[src/include/epsr_pkg.sv]
// constants and types for the exception pending state register block
package epsr_pkg;

	// register byte offsets on the bus
	localparam logic [3:0] OFS_ICS    = 4'h0;
	localparam logic [3:0] OFS_STATUS = 4'h4;
	localparam logic [3:0] OFS_MASK   = 4'h8;
	localparam logic [3:0] OFS_PRIO   = 4'hc;

	// interrupt_control_state field positions
	localparam int unsigned BIT_DSV_SET    = 28;
	localparam int unsigned BIT_DSV_CLR    = 27;
	localparam int unsigned BIT_TICK_SET   = 26;
	localparam int unsigned BIT_TICK_CLR   = 25;
	localparam int unsigned BIT_ANY_PEND   = 22;
	localparam int unsigned POS_HIGH_PEND  = 12;
	localparam int unsigned POS_ACTIVE     = 0;
	localparam int unsigned EXC_NUM_W      = 6;

	// event status / mask bit positions
	localparam int unsigned EV_TICK_SET   = 0;
	localparam int unsigned EV_DSV_SET    = 1;
	localparam int unsigned EV_ACTIVE_CHG = 2;
	localparam int unsigned EV_W          = 3;

	// priority register field positions (two bits each)
	localparam int unsigned POS_PRIO_DSV  = 0;
	localparam int unsigned POS_PRIO_TICK = 2;
	localparam int unsigned PRIO_W        = 2;

	// exception numbers
	localparam logic [5:0] EXC_NONE      = 6'h00;
	localparam logic [5:0] EXC_DSV       = 6'h0e;
	localparam logic [5:0] EXC_TICK      = 6'h0f;
	localparam logic [5:0] EXC_EXT_BASE  = 6'h10;
	localparam int unsigned EXT_IRQS     = 32;

	// reset values
	localparam logic [EV_W-1:0]     RST_MASK = 3'h0;
	localparam logic [2*PRIO_W-1:0] RST_PRIO = 4'h0;

	typedef enum logic {
		BUS_IDLE,
		BUS_ACK
	} epsr_bus_t;

endpackage

[src/core/epsr_pend_find.sv]
// highest priority pending enabled exception search
`timescale 1ns/10ps
module epsr_pend_find (
	// system exceptions
	input  wire logic                                       dsv_pending,
	input  wire logic [epsr_pkg::PRIO_W-1:0]                dsv_prio,
	input  wire logic                                       tick_pending,
	input  wire logic [epsr_pkg::PRIO_W-1:0]                tick_prio,
	// external interrupts
	input  wire logic [epsr_pkg::EXT_IRQS-1:0]              ext_pending,
	input  wire logic [epsr_pkg::EXT_IRQS-1:0]              ext_enable,
	input  wire logic [epsr_pkg::EXT_IRQS*epsr_pkg::PRIO_W-1:0] ext_priority,
	// result
	output logic [epsr_pkg::EXC_NUM_W-1:0]                  high_num
);
	import epsr_pkg::*;

	// one wider than a priority so "nothing found" loses every compare
	logic [PRIO_W:0] best;

	// lower number wins a tie: scan upward with strict compare
	always_comb begin
		best = {1'b1, {PRIO_W{1'b0}}};
		high_num = EXC_NONE;
		if (dsv_pending) begin
			best = {1'b0, dsv_prio};
			high_num = EXC_DSV;
		end
		if (tick_pending && ({1'b0, tick_prio} < best)) begin
			best = {1'b0, tick_prio};
			high_num = EXC_TICK;
		end
		for (int i = 0; i < EXT_IRQS; i++) begin
			if (ext_pending[i] && ext_enable[i] && ({1'b0, ext_priority[i*PRIO_W +: PRIO_W]} < best)) begin
				best = {1'b0, ext_priority[i*PRIO_W +: PRIO_W]};
				high_num = EXC_EXT_BASE + 6'(i);
			end
		end
	end

endmodule

[src/core/epsr_ctrl.sv]
// interrupt control and state register with wishbone slave and event interrupt
`timescale 1ns/10ps
module epsr_ctrl (
	// clock and reset
	input  wire logic                                           clk_sys,
	input  wire logic                                           resetn,
	// wishbone slave
	input  wire logic                                           wb_cyc_i,
	input  wire logic                                           wb_stb_i,
	input  wire logic                                           wb_we_i,
	input  wire logic [3:0]                                     wb_adr_i,
	input  wire logic [3:0]                                     wb_sel_i,
	input  wire logic [31:0]                                    wb_dat_i,
	output logic      [31:0]                                    wb_dat_o,
	output logic                                                wb_ack_o,
	// core exception logic
	input  wire logic                                           tick_event,
	input  wire logic                                           core_take_dsv,
	input  wire logic                                           core_take_tick,
	input  wire logic [epsr_pkg::EXC_NUM_W-1:0]                 program_status_exception_number,
	input  wire logic [epsr_pkg::EXT_IRQS-1:0]                  ext_pending,
	input  wire logic [epsr_pkg::EXT_IRQS-1:0]                  ext_enable,
	input  wire logic [epsr_pkg::EXT_IRQS*epsr_pkg::PRIO_W-1:0] ext_priority,
	// state toward the core
	output logic                                                deferred_service_pending,
	output logic                                                system_tick_pending,
	output logic                                                any_interrupt_pending_flag,
	output logic      [epsr_pkg::EXC_NUM_W-1:0]                 highest_pending_exception_number,
	output logic      [epsr_pkg::EXC_NUM_W-1:0]                 active_exception_number,
	output logic      [4:0]                                     active_irq_index,
	output logic                                                active_irq_valid,
	// interrupt
	output logic                                                irq
);
	import epsr_pkg::*;

	// write of a one to bit pos with its byte lane enabled
	function automatic logic wr_one(input logic [3:0] sel, input logic [31:0] dat, input int unsigned pos);
		wr_one = sel[pos/8] & dat[pos];
	endfunction

	// byte lane of a field is enabled
	function automatic logic lane_on(input logic [3:0] sel, input int unsigned pos);
		lane_on = sel[pos/8];
	endfunction

	epsr_bus_t                  bus_state;
	logic                       bus_req;
	logic                       wr_ics;
	logic                       wr_status;
	logic                       wr_mask;
	logic                       wr_prio;
	logic                       sw_dsv_set;
	logic                       sw_dsv_clr;
	logic                       sw_tick_set;
	logic                       sw_tick_clr;
	logic [EV_W-1:0]            ev_status;
	logic [EV_W-1:0]            ev_mask;
	logic [EV_W-1:0]            ev_raise;
	logic [2*PRIO_W-1:0]        prio;
	logic [EXC_NUM_W-1:0]       next_high;
	logic                       next_any;
	logic [EXC_NUM_W-1:0]       next_irq_num;
	logic [31:0]                next_rdata;

	// request accepted once; ack drops the cycle after it is given
	assign bus_req = wb_cyc_i & wb_stb_i & (bus_state == BUS_IDLE);

	assign wr_ics    = bus_req & wb_we_i & (wb_adr_i == OFS_ICS);
	assign wr_status = bus_req & wb_we_i & (wb_adr_i == OFS_STATUS);
	assign wr_mask   = bus_req & wb_we_i & (wb_adr_i == OFS_MASK);
	assign wr_prio   = bus_req & wb_we_i & (wb_adr_i == OFS_PRIO);

	assign sw_dsv_set  = wr_ics & wr_one(wb_sel_i, wb_dat_i, BIT_DSV_SET);
	assign sw_dsv_clr  = wr_ics & wr_one(wb_sel_i, wb_dat_i, BIT_DSV_CLR);
	assign sw_tick_set = wr_ics & wr_one(wb_sel_i, wb_dat_i, BIT_TICK_SET);
	assign sw_tick_clr = wr_ics & wr_one(wb_sel_i, wb_dat_i, BIT_TICK_CLR);

	// bus handshake
	always_ff @(posedge clk_sys or negedge resetn) begin
		if (!resetn) begin
			bus_state <= BUS_IDLE;
			wb_ack_o <= 1'b0;
		end else begin
			case (bus_state)
				BUS_IDLE: begin
					if (wb_cyc_i && wb_stb_i) begin
						bus_state <= BUS_ACK;
						wb_ack_o <= 1'b1;
					end
				end
				BUS_ACK: begin
					bus_state <= BUS_IDLE;
					wb_ack_o <= 1'b0;
				end
				default: begin
					bus_state <= BUS_IDLE;
					wb_ack_o <= 1'b0;
				end
			endcase
		end
	end

	// deferred service pending: only software sets it, core entry or software clears.
	// set wins over any clear in the same cycle, also when software
	// illegally writes both bits together
	always_ff @(posedge clk_sys or negedge resetn) begin
		if (!resetn) begin
			deferred_service_pending <= 1'b0;
		end else if (sw_dsv_set) begin
			deferred_service_pending <= 1'b1;
		end else if (sw_dsv_clr || core_take_dsv) begin
			deferred_service_pending <= 1'b0;
		end
	end

	// tick pending: timer event or software sets, core entry or software clears
	always_ff @(posedge clk_sys or negedge resetn) begin
		if (!resetn) begin
			system_tick_pending <= 1'b0;
		end else if (sw_tick_set || tick_event) begin
			system_tick_pending <= 1'b1;
		end else if (sw_tick_clr || core_take_tick) begin
			system_tick_pending <= 1'b0;
		end
	end

	// priorities of the two system exceptions
	always_ff @(posedge clk_sys or negedge resetn) begin
		if (!resetn) begin
			prio <= RST_PRIO;
		end else if (wr_prio && lane_on(wb_sel_i, POS_PRIO_DSV)) begin
			prio <= wb_dat_i[2*PRIO_W-1:0];
		end
	end

	// search uses the registered pending bits, so the field lags a set by one cycle
	epsr_pend_find u_find (
		.dsv_pending  (deferred_service_pending),
		.dsv_prio     (prio[POS_PRIO_DSV +: PRIO_W]),
		.tick_pending (system_tick_pending),
		.tick_prio    (prio[POS_PRIO_TICK +: PRIO_W]),
		.ext_pending  (ext_pending),
		.ext_enable   (ext_enable),
		.ext_priority (ext_priority),
		.high_num     (next_high)
	);

	// disabled external interrupts still count; fault and nmi never reach this block
	assign next_any = (|ext_pending) | deferred_service_pending | system_tick_pending;

	assign next_irq_num = program_status_exception_number - EXC_EXT_BASE;

	// state reported to the core and into the register
	always_ff @(posedge clk_sys or negedge resetn) begin
		if (!resetn) begin
			highest_pending_exception_number <= EXC_NONE;
			any_interrupt_pending_flag <= 1'b0;
			active_exception_number <= EXC_NONE;
			active_irq_index <= 5'h00;
			active_irq_valid <= 1'b0;
		end else begin
			highest_pending_exception_number <= next_high;
			any_interrupt_pending_flag <= next_any;
			active_exception_number <= program_status_exception_number;
			active_irq_index <= next_irq_num[4:0];
			active_irq_valid <= program_status_exception_number >= EXC_EXT_BASE;
		end
	end

	// sticky events
	assign ev_raise[EV_TICK_SET]   = (sw_tick_set | tick_event) & ~system_tick_pending;
	assign ev_raise[EV_DSV_SET]    = sw_dsv_set & ~deferred_service_pending;
	assign ev_raise[EV_ACTIVE_CHG] = program_status_exception_number != active_exception_number;

	// write one clears; a new event in the clearing cycle keeps the bit set
	always_ff @(posedge clk_sys or negedge resetn) begin
		if (!resetn) begin
			ev_status <= '0;
		end else if (wr_status && lane_on(wb_sel_i, EV_TICK_SET)) begin
			ev_status <= (ev_status & ~wb_dat_i[EV_W-1:0]) | ev_raise;
		end else begin
			ev_status <= ev_status | ev_raise;
		end
	end

	always_ff @(posedge clk_sys or negedge resetn) begin
		if (!resetn) begin
			ev_mask <= RST_MASK;
		end else if (wr_mask && lane_on(wb_sel_i, EV_TICK_SET)) begin
			ev_mask <= wb_dat_i[EV_W-1:0];
		end
	end

	always_ff @(posedge clk_sys or negedge resetn) begin
		if (!resetn) begin
			irq <= 1'b0;
		end else begin
			irq <= |(ev_status & ev_mask);
		end
	end

	// read data; reserved bits, write-only bits and unmapped offsets read zero
	always_comb begin
		next_rdata = 32'h0000_0000;
		case (wb_adr_i)
			OFS_ICS: begin
				next_rdata[BIT_DSV_SET] = deferred_service_pending;
				next_rdata[BIT_TICK_SET] = system_tick_pending;
				next_rdata[BIT_TICK_CLR] = 1'b0;
				next_rdata[BIT_ANY_PEND] = any_interrupt_pending_flag;
				next_rdata[POS_HIGH_PEND +: EXC_NUM_W] = highest_pending_exception_number;
				next_rdata[POS_ACTIVE +: EXC_NUM_W] = active_exception_number;
			end
			OFS_STATUS: begin
				next_rdata[EV_W-1:0] = ev_status;
			end
			OFS_MASK: begin
				next_rdata[EV_W-1:0] = ev_mask;
			end
			OFS_PRIO: begin
				next_rdata[2*PRIO_W-1:0] = prio;
			end
			default: begin
				next_rdata = 32'h0000_0000;
			end
		endcase
	end

	always_ff @(posedge clk_sys or negedge resetn) begin
		if (!resetn) begin
			wb_dat_o <= 32'h0000_0000;
		end else if (bus_req && !wb_we_i) begin
			wb_dat_o <= next_rdata;
		end
	end

endmodule

[config.mk]
export PLATFORM = sky130hd
export DESIGN_NAME = epsr_ctrl
export DESIGN_NICKNAME = d
export VERILOG_FILES = /design/src/include/epsr_pkg.sv /design/src/core/epsr_pend_find.sv /design/src/core/epsr_ctrl.sv
export SDC_FILE = /design/constraint.sdc
export NUM_CORES = 1
export LEC_CHECK = 0
export BUFFER_PORTS_ARGS = -buffer_cell sky130_fd_sc_hd__buf_2
export CAP_MARGIN = 20
export CORE_MARGIN = 1
export CORE_UTILIZATION = 49
export CTS_CLUSTER_DIAMETER = 60
export DETAILED_ROUTE_END_ITERATION = 10
export PLACE_DENSITY = 0.8
export SETUP_SLACK_MARGIN = 0.1
export SLEW_MARGIN = 25
export SYNTH_ARGS = -nofsm -noshare
export SYNTH_HDL_FRONTEND = slang
export SYNTH_SLANG_ARGS = --single-unit
[constraint.sdc]
create_clock -name clk_sys -period 91.3 [get_ports clk_sys]
set_input_delay 9.13 -clock clk_sys [delete_from_list [all_inputs] [get_ports clk_sys]]
set_output_delay 9.13 -clock clk_sys [all_outputs]
set_load 0.03 [all_outputs]
* Word-level counts from Yosys, hierarchy flattened
Index checks and enable logic that the tools add are counted.
** Word-level totals
- Register bits :: 50
- Input port bits :: 182
- Output and inout bits :: 55
** Cells by class
- Add/sub/neg operators :: 1
- Order comparisons :: 34
- Equality and inequality tests :: 5
- Muxes and demuxes :: 83
- Bitwise gates (word level) :: 28
- Reduce and logical (&&, ||, !) cells :: 79
** Operators with widths (count)
- two-way mux 3 bit :: 34
- two-way mux 6 bit :: 17
- < comparator 2 x 3 -> 1 bit :: 33
- two-way mux 5 bit :: 16
- logical AND 1 bit :: 70
- OR reduction 32 bit :: 1
- AND 1 bit :: 17
- one-hot mux 3 bit (4 select lines) :: 1
- == test 4 bit, second input constant :: 2
- two-way mux 1 bit :: 8
- two-way mux 4 bit :: 2
- AND 3 bit :: 2
- greater-or-equal comparator 6 x 5 -> 1 bit, second input constant :: 1
- != test 6 bit :: 1
- bitwise OR 3 bit :: 2
- one-hot mux 1 bit (2 select lines) :: 3
- subtractor 5 bit, second input constant :: 1
- == test 4 x 3 -> 1 bit, second input constant :: 1
- logical NOT 4 bit :: 1
- two-way mux 2 bit :: 2
- nonzero test 2 bit :: 2
- logical OR 1 bit :: 3
- inverter 1 bit :: 3
- inverter 3 bit :: 1
- 4 further kinds :: 6

* Logic depth before layout (Yosys ltp)
- Depth after elaboration :: 100
- Gate-level depth with buffers :: 212
- Mapped depth without buffers :: 209

* Hierarchy
A second synthesis with hierarchy kept.
** Second synthesis, totals
- Cells, all modules :: 794
- Area total of the unflattened synthesis :: 6089.6 µm²
** Modules (own cells, without submodules)
- epsr_pend_find :: times used 1, cells each 619, area an instance 4040.1 µm², sequential area each 0.0 µm²
- epsr_ctrl :: times used 1, cells each 175, area an instance 2049.5 µm², sequential area each 1126.1 µm²

* Worst setup path after synthesis
OpenSTA, ideal clock, no wires.
- Path kind :: input to register
- Start :: input ext_priority[1] in the netlist's numbering
- End :: register highest_pending_exception_number[2] in the netlist's numbering
- Setup time :: 0.139 ns
- Arrival :: 45.154 ns
- Data required time :: 91.161 ns
- Setup slack :: 46.007 ns
- Cell stages on the path :: 195
- Path buffers :: 2
- Cell sequence :: ha_1 > o22ai_1 > nor2b_1 > or2_2 > o21ai_0 > ha_1 > nor2_1 > a211oi_1 > o221ai_1 > a21boi_0 > ha_1 > or4bb_1 > o31ai_1 > or2_1 > a21o_1 > a2bb2oi_1 > a21o_1 > ha_1 > (+159 left out) > a21o_1 > ha_1 > o22ai_1 > nand3_1 > nand2_1 > a211oi_2 > a21oi_1 > ha_1 > or3_1 > o31ai_2 > a21o_1 > o22ai_1 > ha_1 > o21ai_0 > nand4b_1 > a31o_2 > nand2_1 > or4_1
** Between the ends
- Longest elaborated chain between the ends :: 96
- Elaborated cells on any way between the ends :: 127
- Classes of those cells :: 32 x order compare; 63 x mux; 32 x reduce/logical
** Ends and longest elaborated chain
- from (decl) :: RTL line epsr_ctrl.sv:23 : input wire logic [epsr_pkg::EXT_IRQS*epsr_pkg::PRIO_W-1:0] ext_priority,
- < comparator 2 x 3 -> 1 bit :: RTL line epsr_pend_find.sv:34 : if (ext_pending[i] && ext_enable[i] && ({1'b0, ext_priority[i*PRIO_W +: PRIO_W]} < best)) begin
- logical AND 1 bit :: RTL line epsr_pend_find.sv:34
- two-way mux 3 bit :: RTL line epsr_pend_find.sv:34
- < comparator 2 x 3 -> 1 bit :: RTL line epsr_pend_find.sv:34
- logical AND 1 bit :: RTL line epsr_pend_find.sv:34
- two-way mux 3 bit :: RTL line epsr_pend_find.sv:34
- < comparator 2 x 3 -> 1 bit :: RTL line epsr_pend_find.sv:34
- logical AND 1 bit :: RTL line epsr_pend_find.sv:34
- (+81 left out)
- two-way mux 3 bit :: RTL line epsr_pend_find.sv:34
- < comparator 2 x 3 -> 1 bit :: RTL line epsr_pend_find.sv:34
- logical AND 1 bit :: RTL line epsr_pend_find.sv:34
- two-way mux 3 bit :: RTL line epsr_pend_find.sv:34
- < comparator 2 x 3 -> 1 bit :: RTL line epsr_pend_find.sv:34
- logical AND 1 bit :: RTL line epsr_pend_find.sv:34
- two-way mux 6 bit (*) :: RTL line epsr_pend_find.sv:34
- named net next_high[2] :: RTL line epsr_ctrl.sv:61 : logic [EXC_NUM_W-1:0] next_high;
- to (signal assigned) :: RTL line epsr_ctrl.sv:163 : highest_pending_exception_number <= next_high;
- to (decl) :: RTL line epsr_ctrl.sv:28 : output logic [epsr_pkg::EXC_NUM_W-1:0] highest_pending_exception_number,
The timed path passes the listed nets; every way through them passes the cells marked *.
A chain may end at the register's enable or synchronous reset.

* Worst setup path after layout
Same ends and word-level chain as after synthesis.

==> flow_metrics.py <==
metrics = {
    "timing": {
        "timing.slew.headroom": 0.446,
        "fin_tns_setup_ns": 0,
        "fin_ws_ns": 40.25,
        "rsz0062_at_grt": "false",
        "clock_skew_ns": 0.00310,
        "slew_viol_final": 0,
        "tightest_slew_ns": 0.831,
        "fin_crit_sh": 0.559,
        "fmax_mhz": 19.6,
        "timing.final.hold_violations": 0,
        "setup_violations": 0,
        "period_needed_ns": 51.05,
    },
    "critical_path": {
        "critPathKind": "input pin to flip-flop",
        "cp_data_required_time_ns": 91.44,
        "crit_top_cell": "ha_1",
        "start_kind": "input pin",
        "cp_max_fo": 11,
        "end_kind": "flip-flop",
        "critPathArrivalTime_ns": 51.19,
        "cp_slowest_cell": "o41ai_1",
        "cp_top_family": "compound AO/OA/AOI/OAI gates",
        "slowest_delay_ns": 0.75,
        "worst-path-buf-inv": 7,
    },
    "cts": {
        "holdBufCountCts": 0,
        "cts.clk_slew.worst_paths_ns": 0.05,
        "insertion_delay_ns": 0.28,
        "clkSinkCount": 45,
        "h-tree-depth": 2,
        "cts_setup_buffers": 0,
        "clk_path_buf_depth": 2,
        "cts_buffers": 5,
        "clock-root-buffer": "clkbuf_16",
        "cts_tree": "done",
        "cts.repair.resized": 0,
    },
    "routing": {
        "initialDrtViolationCount": 442,
        "wl_um": 18100,
        "post-route-drc-count": 0,
        "ant_nets": 0,
        "drt-vias-per-instance": 6.06,
        "wl_per_cell_um": 15.6,
        "dr.pass1.iters": 8,
        "dr_total_vias": 7012,
    },
    "pwr": {
        "p_per_area_mw_per_mm2": 24.3,
        "power_frac_comb": 0.770,
        "intPower_uw": 91.3,
        "total_leakage_power_nw": 3.43,
        "power_switching_uw": 86.8,
        "p_seq_frac": 0.133,
        "ir_drop_mv": 0.0174,
        "sw_frac_of_total": 0.487,
        "p_clk_frac": 0.097,
    },
    "place": {
        "io_buffers": 193,
        "dp_hpwl_um": 15000,
        "dpl_worst_slack_ns": 40.72,
        "dp.cells": 1148,
        "gp_congestion": 0.941,
    },
    "floorplan": {
        "die_height_um": 114,
        "rows": 40,
        "die_w_um": 114,
        "ioPinCount": 237,
        "dieArea_sq_mm": 0.0130,
        "initial_utilization": 0.507,
        "design.core.area_sq_mm": 0.0121,
    },
    "global_routing": {
        "grt_antenna_before_repair": 2,
        "grt_max_degree": 46,
        "track_usage": 0.270,
        "grt_remaining_overflow": 0,
        "grt_pass1_vias": 6346,
        "grt_pass1_wl_um": 28900,
    },
    "job": {
        "drv_cap": 0,
    },
    "yosys": {
        "syn_area_per_cell_sq_um": 7.62,
        "ys.flop_type": "dfrtp_1",
        "syn_inst": 807,
        "synth_warnings": 0,
        "synth_cell_types": 100,
        "netlist_area_sq_mm": 0.00615,
        "synth_seq_cells": 45,
        "synth-seq-area-share": 0.183,
        "async_flop_share": 1.00,
        "synth-edff-count": 0,
    },
    "final_layout": {
        "layout_commonest_cell": "buf_2",
        "syn_to_final_growth_pct": 19.2,
        "final_cell_mix": "192 x buf_2, 113 x nand2_1, 72 x nor2_1",
        "final_cells": 1157,
        "layout.nets": 1202,
        "drive_gt1_frac": 0.271,
        "fin_util": 0.605,
        "fillers": 1164,
    },
    "outcome": {
        "status": "finished, final reports clean",
    },
    "worst_hold_path": {
        "hold_class": "flip-flop to flip-flop",
    },
}
## final timing paths
path | startpoint | to | slack, ns | cells after the start
setup / recovery | ext_priority[1] | highest_pending_exception_number[2] | 40.25 | 195
min in group asynchronous | resetn | active_irq_index[3] | 8.84 | 1
hold / removal | bus_state | wb_ack_o | 0.46 | 1
setup reg to reg | deferred_service_pending | highest_pending_exception_number[2] | 47.44 | 200
hold reg to reg | bus_state | wb_ack_o | 0.46 | 1
max in group asynchronous | resetn | wb_dat_o[16] | 82.08 | 1
## sequential cells by signal, summed over array words and instances, names as in the netlist, 2 cells and up
| signal | count |
|---|---|
| active_exception_number | 2 |
| ev_status | 3 |
| ev_mask | 3 |
| prio | 4 |
| active_irq_index | 5 |
| highest_pending_exception_number | 6 |
| wb_dat_o | 15 |
## worst reg2reg max path: cells and delay by family, from the launching register on
| family | cells | cell delay (ns) |
|---|---|---|
| and+or+nand+nor | 50 | 9.75 |
| buffers and inverters | 7 | 0.45 |
| AOI/OAI and AO/OA | 104 | 22.11 |
| adders and majority gates | 33 | 8.73 |
| DFF | 1 | 0.58 |
| muxes | 6 | 2.15 |
## power by group through the flow
stage / combinational (mW) / sequential, mW / clock, mW
6_report: 0.137 / 0.0237 / 0.0172
5_1_grt: 0.153 / 0.0240 / 0.0183
4_1_cts: 0.136 / 0.0237 / 0.0177
3_5_place_dp: 0.135 / 0.0240 / 0
3_3_place_gp: 0.132 / 0.0239 / 0
2_1_floorplan: 0.103 / 0.0273 / 0
## logic make-up (layout without fill, tap and decap cells)
family	count (synthesis)	after routing	synth area share
simple gates	331	331	0.270
other cells	1	19	0.000610
mux	17	17	0.0360
flops	45	45	0.183
fa+ha+maj	33	33	0.0672
compound gates	304	304	0.378
buf+inv	70	234	0.0570
xor+xnor	6	6	0.00855
## metrics by stage
| stage | instance area [sq um] | power (mW) | hold slack (ns) |
|---|---|---|---|
| 2_1_floorplan | 6210 | 0.130 | 0.419 |
| 3_3_place_gp | 7170 | 0.156 | 0.437 |
| 3_5_place_dp | 7170 | 0.159 | 0.455 |
| 4_1_cts | 7320 | 0.177 | 0.456 |
| 5_1_grt | 7320 | 0.195 | 0.471 |
| 6_report | 7320 | 0.178 | 0.456 |
## cell usage after synthesis (5+ instances only)
master    instances  area share
nand2_1         113       0.069
nor2_1           72       0.044
o21ai_0          52       0.042
dfrtp_1          45        0.18
a21oi_1          36       0.029
ha_1             33       0.067
inv_1            33       0.020
nor3_1           24       0.020
buf_4            22       0.027
nand3_1          20       0.016
o21a_1           17       0.021
a31oi_1          16       0.016
a211o_1          15       0.021
a21o_1           15       0.018
or3_1            14       0.014
nor4_1           13       0.013
and2_1           12       0.012
o211ai_1         12       0.015
a211oi_1         11       0.013
mux2_2           11       0.020
or2_2            11       0.011
clkbuf_1         10      0.0061
a21boi_0          8      0.0098
o22ai_1           8      0.0081
a211oi_2          7       0.014
nand2b_1          7      0.0071
nand4_1           7      0.0071
o211a_1           7       0.011
o21bai_1          7      0.0086
a22o_1            6      0.0086
and3_1            6      0.0061
o221ai_1          6      0.0086
o31a_1            5      0.0071
o31ai_1           5      0.0061
o32ai_1           5      0.0071
## layer usage
layer,vias to the layer above,routed length [um],global-route usage
met1,3230,8040,0.355
met2,298,8510,0.473
li1,3456,-,-
met3,26,1280,0.0340
met4,2,256,0.0563
met5,-,10,0
## layout make-up
type / instances / area, sq um / area share
Antenna cell: 2 / 5.00 / 0.000683
Inverter: 34 / 128 / 0.0174
Multi-Input combinational cell: 708 / 4740 / 0.648
Clock buffer: 7 / 143 / 0.0195
Sequential cell: 45 / 1130 / 0.154
Timing Repair Buffer: 193 / 968 / 0.132
Tap cell: 168 / 210 / 0.0287
No activity file was read; power rests on OpenSTA's default activity.
